<file path="config.mk">
export PLATFORM = sky130hd
export DESIGN_NAME = rsl_seq_stamp
export DESIGN_NICKNAME = d
export VERILOG_FILES = /design/src/core/rsl_seq_stamp.v
export VERILOG_INCLUDE_DIRS = /design/src /design/src/pkg
export SDC_FILE = /design/constraint.sdc
export NUM_CORES = 1
export LEC_CHECK = 0
export ABC_AREA = 1
export BUFFER_PORTS_ARGS = -buffer_cell sky130_fd_sc_hd__buf_4
export CORE_MARGIN = 4
export CORE_UTILIZATION = 53
export CTS_CLUSTER_SIZE = 24
export DETAILED_ROUTE_END_ITERATION = 16
export PLACE_DENSITY = 0.76
export SYNTH_ARGS = -nofsm -noshare
export SYNTH_HDL_FRONTEND = slang
export SYNTH_SLANG_ARGS = --single-unit
</file>
<file path="constraint.sdc">
create_clock -name clk_sys -period 1.85 [get_ports clk_sys]
set_input_delay 0.555 -clock clk_sys [delete_from_list [all_inputs] [get_ports clk_sys]]
set_output_delay 0.555 -clock clk_sys [all_outputs]
set_load 0.005 [all_outputs]
</file>
<file path="src/pkg/rsl_consts.vh">
// Purpose: constants for the rail sequence timestamp log
// Assumes: 100 MHz clk_sys, byte-wide register read port
// Notes: offsets are byte addresses on the register read port
`ifndef RSL_CONSTS_VH
`define RSL_CONSTS_VH

////////////////////////////////////////////////////////////////////////////////
// register map: high byte then low byte per channel, from channel 4 upward
`define RSL_ADDR_BASE 8'h96
`define RSL_ADDR_HIGH_CH4 8'h96
`define RSL_ADDR_LOW_CH4 8'h97
`define RSL_ADDR_HIGH_CH5 8'h98
`define RSL_ADDR_LOW_CH5 8'h99
`define RSL_ADDR_HIGH_CH6 8'h9a
`define RSL_ADDR_LOW_CH6 8'h9b
`define RSL_READ_UNMAPPED 8'h00

////////////////////////////////////////////////////////////////////////////////
// fields and reset values
`define RSL_STAMP_W 16
`define RSL_FIELD_MSB 7
`define RSL_FIELD_LSB 0
`define RSL_STAMP_RESET 16'h0000
`define RSL_TIMER_MAX 16'hffff

////////////////////////////////////////////////////////////////////////////////
// request codes of the power-state and sleep request fields
`define RSL_REQ_UP 2'b01
`define RSL_REQ_DOWN 2'b10

// sequence modes
`define RSL_MODE_IDLE 2'b00
`define RSL_MODE_UP 2'b01
`define RSL_MODE_DOWN 2'b10

////////////////////////////////////////////////////////////////////////////////
// timing
`define RSL_CLK_PERIOD_NS 10
`define RSL_STAMP_UNIT_TIME_NS 50000
`define RSL_TICK_CYCLES (`RSL_STAMP_UNIT_TIME_NS / `RSL_CLK_PERIOD_NS)

`endif

</file>
<file path="src/core/rsl_seq_stamp.v">
// Purpose: per-channel sequence timestamp capture for channels 4 to 6
// Assumes: comparator levels and request fields are synchronous to clk_sys
// Notes: a rail already past its threshold at sequence start gets no stamp
// Notes: stamps keep their value across sequences until that channel captures again
// Notes: a held request field does not retrigger; only a change into 01 or 10 does
`include "rsl_consts.vh"

// Contract
// - each channel holds a read-only 16-bit stamp as high and low byte registers
// - the stamp is the sequence timer count during a requested sequence
// - in a 01 sequence, stamp when the rail rises past its undervoltage threshold
// - in a 10 sequence, stamp when the rail falls past the 200mV off threshold
// - one timer count, the stamp's lowest bit, equals 50us
module rsl_seq_stamp #(
	parameter NUM_CH = 3,
	parameter TICK_CYCLES = `RSL_TICK_CYCLES
) (
	// clock and reset
	input wire clk_sys,
	input wire rst_n,
	// sequence trigger fields
	input wire [1:0] power_state_request,
	input wire [1:0] sleep_request,
	// comparator levels per channel
	input wire [NUM_CH-1:0] rail_above_uv,
	input wire [NUM_CH-1:0] rail_below_off,
	// register read port
	input wire rd_en,
	input wire [7:0] rd_addr,
	output reg [7:0] rd_data_q,
	output reg rd_valid_q,
	// sequence status
	output reg [1:0] seq_mode_q,
	output reg [`RSL_STAMP_W-1:0] seq_timer_q,
	output reg [NUM_CH-1:0] stamp_done_q
);

	// integer forms first, then cut to the register widths on purpose
	localparam integer TICK_LAST_I = TICK_CYCLES - 1;
	localparam integer MAP_BYTES_I = 2 * NUM_CH;
	localparam [15:0] TICK_LAST = TICK_LAST_I[15:0];
	localparam [7:0] MAP_BYTES = MAP_BYTES_I[7:0];

	////////////////////////////////////////////////////////////////////////////
	// trigger detection
	reg [1:0] ps_prev_q;
	reg [1:0] sl_prev_q;
	reg [NUM_CH-1:0] uv_prev_q;
	reg [NUM_CH-1:0] off_prev_q;
	reg [15:0] tick_cnt_q;
	reg [`RSL_STAMP_W-1:0] stamp_q [0:NUM_CH-1];
	wire start_up;
	wire start_down;
	wire start_any;
	wire tick;
	wire [NUM_CH-1:0] capture;
	wire all_done;
	wire seq_active;
	// per-field request edges
	wire ps_up;
	wire ps_down;
	wire sl_up;
	wire sl_down;
	// per-channel edges and byte views
	wire [NUM_CH-1:0] rise_uv;
	wire [NUM_CH-1:0] fall_off;
	wire [8*NUM_CH-1:0] hi_byte;
	wire [8*NUM_CH-1:0] lo_byte;

	// a field counts as a new request only on the cycle it takes the code;
	// previous values reset to 00, so a field already set at release triggers
	assign ps_up = (power_state_request == `RSL_REQ_UP) && (ps_prev_q != `RSL_REQ_UP);
	assign ps_down = (power_state_request == `RSL_REQ_DOWN) && (ps_prev_q != `RSL_REQ_DOWN);
	assign sl_up = (sleep_request == `RSL_REQ_UP) && (sl_prev_q != `RSL_REQ_UP);
	assign sl_down = (sleep_request == `RSL_REQ_DOWN) && (sl_prev_q != `RSL_REQ_DOWN);
	// power-state and sleep requests open the same two kinds of sequence
	assign start_up = ps_up | sl_up;
	assign start_down = ps_down | sl_down;
	assign start_any = start_up | start_down;
	assign tick = (tick_cnt_q == TICK_LAST);
	assign seq_active = (seq_mode_q != `RSL_MODE_IDLE);
	// ends the sequence on the same edge as the last capture
	assign all_done = &(stamp_done_q | capture);

	always @(posedge clk_sys) begin
		if (!rst_n) begin
			ps_prev_q <= 2'h0;
			sl_prev_q <= 2'h0;
			uv_prev_q <= {NUM_CH{1'b0}};
			off_prev_q <= {NUM_CH{1'b0}};
		end else begin
			ps_prev_q <= power_state_request;
			sl_prev_q <= sleep_request;
			uv_prev_q <= rail_above_uv;
			off_prev_q <= rail_below_off;
		end
	end

	////////////////////////////////////////////////////////////////////////////
	// sequence mode and timer
	always @(posedge clk_sys) begin
		if (!rst_n) begin
			seq_mode_q <= `RSL_MODE_IDLE;
		end else if (start_down) begin
			// power-down wins a tie: a rail going off matters more than one coming up
			seq_mode_q <= `RSL_MODE_DOWN;
		end else if (start_up) begin
			seq_mode_q <= `RSL_MODE_UP;
		end else if (seq_active && all_done) begin
			seq_mode_q <= `RSL_MODE_IDLE;
		end
	end

	always @(posedge clk_sys) begin
		if (!rst_n) begin
			tick_cnt_q <= 16'h0000;
			seq_timer_q <= `RSL_STAMP_RESET;
		end else if (start_any) begin
			tick_cnt_q <= 16'h0000;
			seq_timer_q <= `RSL_STAMP_RESET;
		end else if (seq_active) begin
			// the prescaler only runs inside a sequence, so idle costs no toggling
			if (tick) begin
				tick_cnt_q <= 16'h0000;
				// saturate rather than wrap so a late rail never looks early
				if (seq_timer_q != `RSL_TIMER_MAX) begin
					seq_timer_q <= seq_timer_q + 16'h0001;
				end
			end else begin
				tick_cnt_q <= tick_cnt_q + 16'h0001;
			end
		end
	end

	////////////////////////////////////////////////////////////////////////////
	// per-channel capture
	genvar gi;
	generate
		for (gi = 0; gi < NUM_CH; gi = gi + 1) begin : g_ch
			// edge of the comparator level since the previous clock
			assign rise_uv[gi] = rail_above_uv[gi] && !uv_prev_q[gi];
			assign fall_off[gi] = rail_below_off[gi] && !off_prev_q[gi];

			// a trigger edge restarts the sequence, so it never stamps as well
			assign capture[gi] = !stamp_done_q[gi] && !start_any && (
				((seq_mode_q == `RSL_MODE_UP) && rise_uv[gi]) ||
				((seq_mode_q == `RSL_MODE_DOWN) && fall_off[gi]));

			// byte views of the stamp for the read mux
			assign hi_byte[8*gi +: 8] = stamp_q[gi][`RSL_STAMP_W-1:`RSL_FIELD_MSB+1];
			assign lo_byte[8*gi +: 8] = stamp_q[gi][`RSL_FIELD_MSB:`RSL_FIELD_LSB];
		end
	endgenerate

	////////////////////////////////////////////////////////////////////////////
	// stamp storage: one process so every flag and stamp has a single driver
	integer si;

	always @(posedge clk_sys) begin
		if (!rst_n) begin
			for (si = 0; si < NUM_CH; si = si + 1) begin
				stamp_q[si] <= `RSL_STAMP_RESET;
			end
			stamp_done_q <= {NUM_CH{1'b0}};
		end else if (start_any) begin
			// stamps survive a retrigger; only the done flags clear
			stamp_done_q <= {NUM_CH{1'b0}};
		end else begin
			for (si = 0; si < NUM_CH; si = si + 1) begin
				if (capture[si]) begin
					stamp_q[si] <= seq_timer_q;
					stamp_done_q[si] <= 1'b1;
				end
			end
		end
	end

	////////////////////////////////////////////////////////////////////////////
	// register read port: high byte at even offset, low byte at odd offset
	// there is no shadow latch: a capture landing between the two byte reads
	// can tear the value, so software should read while idle or read twice
	wire [7:0] rd_off;
	wire rd_in_map;
	reg [7:0] rd_byte;
	integer ci;

	// addresses below the base wrap to large offsets and fall out of the map
	assign rd_off = rd_addr - `RSL_ADDR_BASE;
	assign rd_in_map = (rd_off < MAP_BYTES);

	always @* begin
		rd_byte = `RSL_READ_UNMAPPED;
		for (ci = 0; ci < NUM_CH; ci = ci + 1) begin
			if (rd_in_map && rd_off[7:1] == ci[6:0]) begin
				if (rd_off[0]) begin
					rd_byte = lo_byte[8*ci +: 8];
				end else begin
					rd_byte = hi_byte[8*ci +: 8];
				end
			end
		end
	end

	// no write path: the stamps are read-only by construction
	always @(posedge clk_sys) begin
		if (!rst_n) begin
			rd_data_q <= `RSL_READ_UNMAPPED;
			rd_valid_q <= 1'b0;
		end else begin
			rd_valid_q <= rd_en;
			if (rd_en) begin
				rd_data_q <= rd_byte;
			end
		end
	end

endmodule

</file>
* Word level (Yosys, flattened, before mapping)
Memory sizes are Yosys's and may differ from the RTL's.
Index checks and enable logic that the tools add are counted.
** Cells by class
- Add/sub/neg operators :: 3
- Order comparisons :: 1
- Eq/ne operators :: 14
- Multiplexer cells :: 26
- Bitwise operators :: 8
- Reduce and logical (&&, ||, !) cells :: 47
** Operator list (number)
- $mux W16 :: 4
- $mux W8 :: 6
- $add A16 B1 Y16 const B :: 2
- $logic_and A1 B1 Y1 :: 26
- $eq A16 B13 Y1 const B :: 1
- $ne A16 B16 Y1 const B :: 1
- $mux W1 :: 13
- $logic_not A1 Y1 :: 10
- $lt A8 B3 Y1 const B :: 1
- $sub A8 B8 Y8 const B :: 1
- $eq A7 B1 Y1 const B :: 1
- $eq A7 B2 Y1 const B :: 1
- $logic_not A7 Y1 :: 1
- $eq A2 B1 Y1 const B :: 3
- $eq A2 B2 Y1 const B :: 3
- $mux W2 :: 3
- $or A1 B1 Y1 :: 6
- $reduce_and A3 Y1 :: 2
- $ne A2 B1 Y1 const B :: 2
- $ne A2 B2 Y1 const B :: 2
- $reduce_bool A2 Y1 :: 2
- $reduce_or A2 Y1 :: 2
- $logic_or A1 B1 Y1 :: 3
- $or A3 B3 Y3 :: 1
- other kinds (2) :: 2
** Word-level totals
- Register bits :: 56
- RAM bits :: 48
- Input port bits :: 21
- Output and inout port bits :: 30
- Logic and storage cells :: 113
- Memories :: 1
** Memories
- stamp_q :: words 3, width 16, read ports 3, clocked after Yosys merged registers in 0, wr ports 3, RTL line rsl_seq_stamp.v:51 : reg [`RSL_STAMP_W-1:0] stamp_q [0:NUM_CH-1];

* Depth between registers and ports, before layout
Gate-level depths: netlist of the first run.
- Depth in word-level cells :: 13
- Depth in mapped cells :: 12
- Depth with buffers taken out :: 11

* Worst setup path before layout of the first run
No wires, ideal clock.
- Kind :: in2reg
- Start point :: in sleep_request[1]
- End point :: mem stamp_q[0][16] (netlist bit) (enable)
- Setup time :: 372 ps
- Data arrival time :: 1408 ps
- Required time :: 1478 ps
- Setup slack :: 70 ps
- Stages on the path :: 7
- Path buffers :: 0
- Path through :: inv_1 nor2_1 nand2_1 nand2_1 nor2_4 nand3_1 nand2_1
** RTL lines
- start, declared :: RTL line rsl_seq_stamp.v:23 : input wire [1:0] sleep_request,
- end, declared :: RTL line rsl_seq_stamp.v:51

==> flow_summary.json, run 1 <==
{
  "status": "finished clean",
  "synth-simple-area-share": 0.301,
  "power.density_mw_per_mm2": 709,
  "avgSynthCellArea_um2": 8.25,
  "cts_tree": "done",
  "synth.net_count": 649,
  "ys_ff_latch": 104,
  "gp_congestion": 0.894,
  "cts_resized": 0,
  "grt_pass1_vias": 3873,
  "muxShareOfSynthArea": 0.0156,
  "multi_input_comb_area_mm2": 0.00213,
  "synth_area_mm2": 0.00514,
  "clkTransAtPathRegs_ns": 0.10,
  "hold_violations": 0,
  "syn_to_final_growth_pct": 17.1,
  "combPwrFrac": 0.097,
  "die_w_um": 106,
  "insertedDiodeCount": 0,
  "synthCells": 623,
  "p_clk_frac": 0.314,
  "p_sw_frac": 0.250,
  "cp.arrival_ns": 1.88,
  "finalMaxSlewViolations": 0,
  "antenna_found_initial": 0,
  "fillCellCount": 784,
  "skew_ns": 0.00884,
  "fmax_mhz": 588,
  "rsz0062_at_grt": "false",
  "p_int_mw": 3.20,
  "start_util": 0.551,
  "vdd_drop_max_v": 0.000442,
  "cp-end-kind": "register",
  "crit_chain": "inv_2, nor2_1, nand2_1, o21ai_1, nand3_1, nand3_2, nand2_4, nor2_1",
  "cts_buffer_depth": 2,
  "yosys.area.top_type": "edfxtp_1",
  "cts-buffers-inserted": 9,
  "required_ns": 2.03,
  "critPathMaxFanout": 16,
  "totalWireLength_um": 10400,
  "vias": 4126,
  "path_class": "reg -> reg",
  "postRouteAntennaNets": 0,
  "leakage_nw": 2.61,
  "grt_start_max_net_pins": 20,
  "worst_path_largest_cell_delay_ns": 0.41,
  "final_area_mm2": 0.00602,
  "max-slew-margin-rel": 0.787,
  "synth_seq_area_share": 0.499,
  "final_util": 0.645,
  "synth_top_family_by_area": "simple AND/OR/NAND/NOR gates",
  "synth-edff-count": 48,
  "dieArea_mm2": 0.0113,
  "synth_top_area_frac": 0.280,
  "post_cts_buffers": 0,
  "synth_area_leaders": "edfxtp_1 28%, dfxtp_1 22%, nand2_1 13%",
  "setup_viol_count_final": 0,
  "tns_ns": 0,
  "h-tree-depth": 3,
  "power_frac_seq": 0.589,
  "drive_gt1_frac": 0.218,
  "synthAdderAreaFrac": 0.0122,
  "async_flop_share": 0,
  "crit_path_start_kind": "register",
  "grt_pass1_wl_um": 17200,
  "nets": 717,
  "cts_root_buf": "clkbuf_8",
  "synth_compound_area_frac": 0.0565,
  "ios": 51,
  "total_power_mw": 4.26,
  "synth.distinct_cells": 35,
  "tightest_slew_ns": 0.319,
  "final_cells": 825,
  "yosys_warnings": 0,
  "hold_path_class": "in -> reg",
  "viasPerCell": 5.00,
  "core_area_mm2": 0.00933,
  "post_drt_wl_per_cell_um": 12.5,
  "placed_cell_area_mm2": 0.00582,
  "regArea_mm2": 0.00257,
  "drt_pass1_iterations": 4,
  "row_count": 35,
  "p_sw_mw": 1.07,
  "path_common_cell": "nor2_1",
  "die_h_um": 106,
  "synth_xor_area_frac": 0.0273,
  "remaining_drc_errors": 0,
  "clk_latency_ns": 0.36,
  "dp.cells": 809,
  "fin_crit_ns": 1.70,
  "drv_cap": 0,
  "crit_slowest_cell": "dfxtp_2",
  "track_usage": 0.187,
  "synthFlopType": "dfxtp_1",
  "period_share": 0.919,
  "grt-ovfl-total": 0,
  "post-dp-hpwl_um": 7800,
  "io_buffers": 50,
  "drt_iter0_drc": 196,
  "ctsHoldBuffers": 0,
  "cts_sinks": 104
}
==> registers in the layout (all words and copies together), names as in the netlist <==
register and flops:
stamp_q 48, seq_timer_q 16, tick_cnt_q 16, rd_data_q 8
off_prev_q 3, stamp_done_q 3, uv_prev_q 3, ps_prev_q 2
seq_mode_q 2, sl_prev_q 2, rd_valid_q 1
==> critical path, delay by kind of cell, from the launching register on <==
kind / cells / cell delay (ns)
AOI/OAI and AO/OA: 1 / 0.19
and+or+nand+nor: 6 / 0.88
buffers and inverters: 1 / 0.04
DFF: 1 / 0.41
==> final cells by class <==
cell class,count,share of cell area
multi-input combinational,411,0.354
timing repair buffer,78,0.108
tap,129,0.0268
sequential,104,0.426
clock buffer,10,0.0229
inverter,87,0.0543
clock inverter,6,0.00790
==> final timing paths <==
kind	from	endpoint	slack, ns	depth (start not counted)
worst min-delay path	rail_above_uv[0]	uv_prev_q[0]$_SDFF_PN0_	0.37	3
worst max-delay path	seq_mode_q[0]$_SDFFE_PP0P_	stamp_q[0][47]$_DFFE_PP_	0.15	8
worst max register to register	seq_mode_q[0]$_SDFFE_PP0P_	stamp_q[0][47]$_DFFE_PP_	0.15	8
worst min register to register	seq_timer_q[15]$_SDFFE_PP0P_	seq_timer_q[15]$_SDFFE_PP0P_	0.50	2
==> kinds of logic (layout without fill, tap and decap cells) <==
kind of cell,after synthesis,count (layout)
buf+inv,108,181
flops,104,104
compound gates,50,50
xor+xnor,16,16
simple gates,332,332
fa+ha+maj,5,5
mux,8,8
==> cell usage after synthesis, types with 2 or more instances <==
master    number
nor2_4         5
nand2_1      179
nor2_1        36
a21oi_2       10
nand3_1       55
dfxtp_1       56
o21ai_1        5
buf_6          5
clkbuf_1       6
buf_2          8
edfxtp_1      48
a21oi_1       25
xor2_1        16
nand3_2        5
nand4_1        8
nor2_2        13
nor3_1        15
nand3b_1       5
ha_1           5
mux2i_1        8
inv_2          8
nand2_2        2
o21ai_0        9
nor3_2         2
inv_1         79
==> layout by cell type (no fill, tap or decap), types with 2 or more instances in the layout <==
cell type and instances:
ha_1 5, nor3_1 15, o21ai_1 5, nor2_4 5, buf_4 73, inv_4 2, a21oi_2 10, nand3_2 5
mux2i_1 8, nand3_1 55, nor2_1 32, nand2_1 179, xor2_1 16, dfxtp_2 3, o21ai_0 9, inv_2 9
clkbuf_8 10, inv_1 78, nor2_2 17, inv_6 3, nand3b_1 5, nand2_2 2, a21oi_1 25, buf_12 5
nor3_2 2, dfxtp_1 53, edfxtp_1 48, nand4_1 8
==> through the flow <==
stage | setup slack [ns] | hold WS, ns
after floorplan | 0.0704 | 0.458
after global placement | -0.0757 | 0.473
after detailed placement | -0.124 | 0.478
after CTS | 0.0257 | 0.355
after global routing | 0.00272 | 0.360
final | 0.150 | 0.375
==> per-layer routing <==
metal,up-vias,part of all wire,global-route usage
met5,-,0,0
met4,0,0.019,0.0721
met3,20,0.056,0.0395
met2,96,0.46,0.306
met1,1876,0.46,0.243
li1,2134,-,-
==> power by group through the flow <==
| stage | registers (mW) | clock network, mW | logic, mW |
|---|---|---|---|
| global placement | 2.56 | 0 | 0.405 |
| finish | 2.51 | 1.34 | 0.414 |
| CTS | 2.51 | 1.38 | 0.416 |
| floorplan | 2.56 | 0 | 0.244 |
| global route | 2.52 | 1.46 | 0.462 |
| detailed placement | 2.56 | 0 | 0.414 |
Power figures use the tool's default switching activity.
==> run 2, diff against run 1 <==
ABC_AREA = 0   (was 1)
CORE_UTILIZATION = 52   (was 53)
PLACE_DENSITY = 0.75   (was 0.76)
==> run 2 against run 1 <==
Against the previous run:
- the flow now finishes with violations (setup timing)
- final cell count down 22%
- largest power group unchanged
- via count decreased by 13%
- fmax is 14% lower
- count of clock-buffer cells in the layout is the same
- global-route usage up 2.1 points
- wire length increased by 8.1%
- critical path depth is 2 lower
- synthesized area decreased by 11%
- sequential power about the same
- register-to-register slack lost 0.27 ns
- clock power up 13%
- sequential cell count unchanged
- largest cell class unchanged
==> flow_summary.json, run 2 <==
{
  "mostFrequentLayoutCell": "buf_4",
  "clk_latency_ns": 0.37,
  "p_clk_frac": 0.337,
  "p_sw_mw": 1.09,
  "period_share": 1.07,
  "synthCells": 416,
  "grt_pass1_vias": 3499,
  "hold_violations": 0,
  "synthFlopType": "dfxtp_1",
  "combPwrFrac": 0.102,
  "largest-register": "stamp_q",
  "drive_gt1_frac": 0.391,
  "dieArea_mm2": 0.0104,
  "gp_congestion": 0.819,
  "synth_top_area_frac": 0.315,
  "antenna_found_initial": 0,
  "final_cell_mix": "107 x buf_4, 49 x dfxtp_1, 48 x edfxtp_1, 36 x nor2_1, 25 x mux2i_1",
  "cts-buffers-inserted": 9,
  "track_usage": 0.208,
  "postRouteAntennaNets": 0,
  "synth_area_mm2": 0.00458,
  "synthTopCellsByCount": "56 x dfxtp_1, 48 x edfxtp_1, 36 x nor2_1",
  "yosys_warnings": 0,
  "cp-end-kind": "register",
  "post_drt_wl_per_cell_um": 17.4,
  "synth.distinct_cells": 54,
  "reg_top3": "stamp_q x48, seq_timer_q x16, tick_cnt_q x16",
  "yosys.area.top_type": "edfxtp_1",
  "fmax_mhz": 507,
  "cts_sinks": 104,
  "drv_cap": 0,
  "skew_ns": 0.0175,
  "tightest_slew_ns": 0.559,
  "cts_tree": "done",
  "nets": 560,
  "status": "finished, violations left",
  "avgSynthCellArea_um2": 11.0,
  "power_frac_seq": 0.561,
  "tns_ns": -2.04,
  "leakage_nw": 2.46,
  "hold_slack_ns": 0.398,
  "synth_area_leaders": "edfxtp_1 31%, dfxtp_1 24%, mux2i_1 5.5%",
  "required_ns": 2.15,
  "synth-edff-count": 48,
  "ys_ff_latch": 104,
  "fin_crit_ns": 1.97,
  "vdd_drop_max_v": 0.000421,
  "clkTransAtPathRegs_ns": 0.10,
  "finalMaxSlewViolations": 0,
  "fin_ws_ns": -0.121,
  "rsz0062_at_grt": "true",
  "cts_root_buf": "clkbuf_8",
  "largest_register_ff_count": 48,
  "grt_start_max_net_pins": 25,
  "drt_pass1_iterations": 4,
  "critPathMaxFanout": 6,
  "ctsHoldBuffers": 0,
  "grt-ovfl-total": 0,
  "cp.arrival_ns": 2.28,
  "power.density_mw_per_mm2": 713,
  "synth_seq_area_share": 0.560,
  "drt_iter0_drc": 122,
  "die_h_um": 102,
  "crit_path_start_kind": "register",
  "row_count": 33,
  "insertedDiodeCount": 0,
  "hold_path_class": "in -> reg",
  "ios": 51,
  "core_area_mm2": 0.00838,
  "async_flop_share": 0,
  "io_buffers": 50,
  "viasPerCell": 5.60,
  "violations": "setup timing",
  "setup_viol_count_final": 49,
  "die_w_um": 102,
  "p_sw_frac": 0.243,
  "vias": 3608,
  "p_int_mw": 3.38,
  "remaining_drc_errors": 0,
  "grt_pass1_wl_um": 16800,
  "cts_buffer_depth": 2,
  "synth_most_common_cell": "dfxtp_1",
  "path_class": "reg -> reg",
  "synth.net_count": 442,
  "max-slew-margin-rel": 0.626,
  "syn_to_final_growth_pct": 36.7,
  "post-dp-hpwl_um": 7320,
  "totalWireLength_um": 11200,
  "final_util": 0.747,
  "h-tree-depth": 3,
  "start_util": 0.546
}
==> run 2: cell count changes in the layout (fill, tap and decap cells not counted), sizes merged, moves of 8 or more <==
cell | before | now
buf | 78 | 119
nor2 | 55 | 36
nand2 | 182 | 13
inv | 92 | 13
a21oi | 35 | 26
nand2b | 0 | 16
and2 | 0 | 26
nor3 | 17 | 4
mux2i | 8 | 25
or3 | 0 | 11
o21bai | 0 | 8
nand3 | 61 | 15
xnor2 | 0 | 8
==> run 2: cell type report <==
| cell class | instances | area [µm²] |
|---|---|---|
| well taps | 105 | 131 |
| fillers | 575 | 2120 |
| flip-flops and latches | 104 | 2580 |
| clock buffers | 10 | 138 |
| repair buffers | 120 | 1020 |
| inverters | 10 | 50.0 |
| multi-input cells | 289 | 2270 |
| clock inverters | 6 | 73.8 |
==> run 2: stage by stage <==
step                std cells  area, µm²  worst slack (ns)  power (mW)
detailed placement        614       5670            -0.314        2.94
floorplan                 416       4770            -0.143        2.77
finish                    644       6260            -0.121        4.46
CTS                       637       6020           -0.0980        4.42
global route              644       6260            -0.188        4.61
global placement          614       5670            -0.266        2.92
==> run 2: power groups by stage <==
stage	Combinational, mW	Clock (mW)	Sequential (mW)
after floorplan	0.230	0	2.54
after global placement	0.374	0	2.55
after detailed placement	0.383	0	2.55
after CTS	0.406	1.52	2.50
after global routing	0.488	1.61	2.51
final	0.455	1.51	2.50
==> run 2: cells by family after synthesis <==
group | count (synthesis) | share of synthesized area
AO/OA/AOI/OAI | 73 | 0.0992
XOR/XNOR | 17 | 0.0325
adder cells (fa/ha/maj) | 5 | 0.0137
buffers and inverters | 26 | 0.0232
flip-flops | 104 | 0.560
multiplexers | 26 | 0.0571
AND/OR/NAND/NOR | 165 | 0.214
==> run 2: worst max-delay path, cell delays in order, from the launching register on <==
cell     delay (ns)
dfxtp_2        0.34
or4_4          0.55
nor3_4         0.21
buf_12         0.15
nand3_2        0.11
or4_4          0.43
a21oi_2        0.12
==> run 2: timing repair <==
item                       4_1_cts  5_1_grt
resized for setup               15       43
cloned                           2        2
setup endpoints to repair      122      108
pin swaps                       15       20
setup buffers                    5        5
==> run 2: final timing paths <==
path	endpoint	start	slack (ns)	cells after the start
worst max-delay path	seq_timer_q[3]$_SDFFE_PP0P_	tick_cnt_q[4]$_SDFFE_PP0P_	-0.12	6
worst min-delay path	uv_prev_q[2]$_SDFF_PN0_	rail_above_uv[2]	0.40	2
worst max register to register	seq_timer_q[3]$_SDFFE_PP0P_	tick_cnt_q[4]$_SDFFE_PP0P_	-0.12	6
worst min register to register	rd_data_q[2]$_SDFFE_PN0P_	rd_data_q[2]$_SDFFE_PN0P_	0.48	2
==> run 2: layer usage <==
| metal | share of wire | wire length (µm) | global-route usage | vias to the layer above |
|---|---|---|---|---|
| met5 | 0 | 0 | 0 | - |
| met1 | 0.43 | 4820 | 0.275 | 1760 |
| li1 | - | - | - | 1759 |
| met4 | 0.014 | 161 | 0.0676 | 0 |
| met3 | 0.043 | 480 | 0.0314 | 12 |
| met2 | 0.51 | 5730 | 0.353 | 77 |
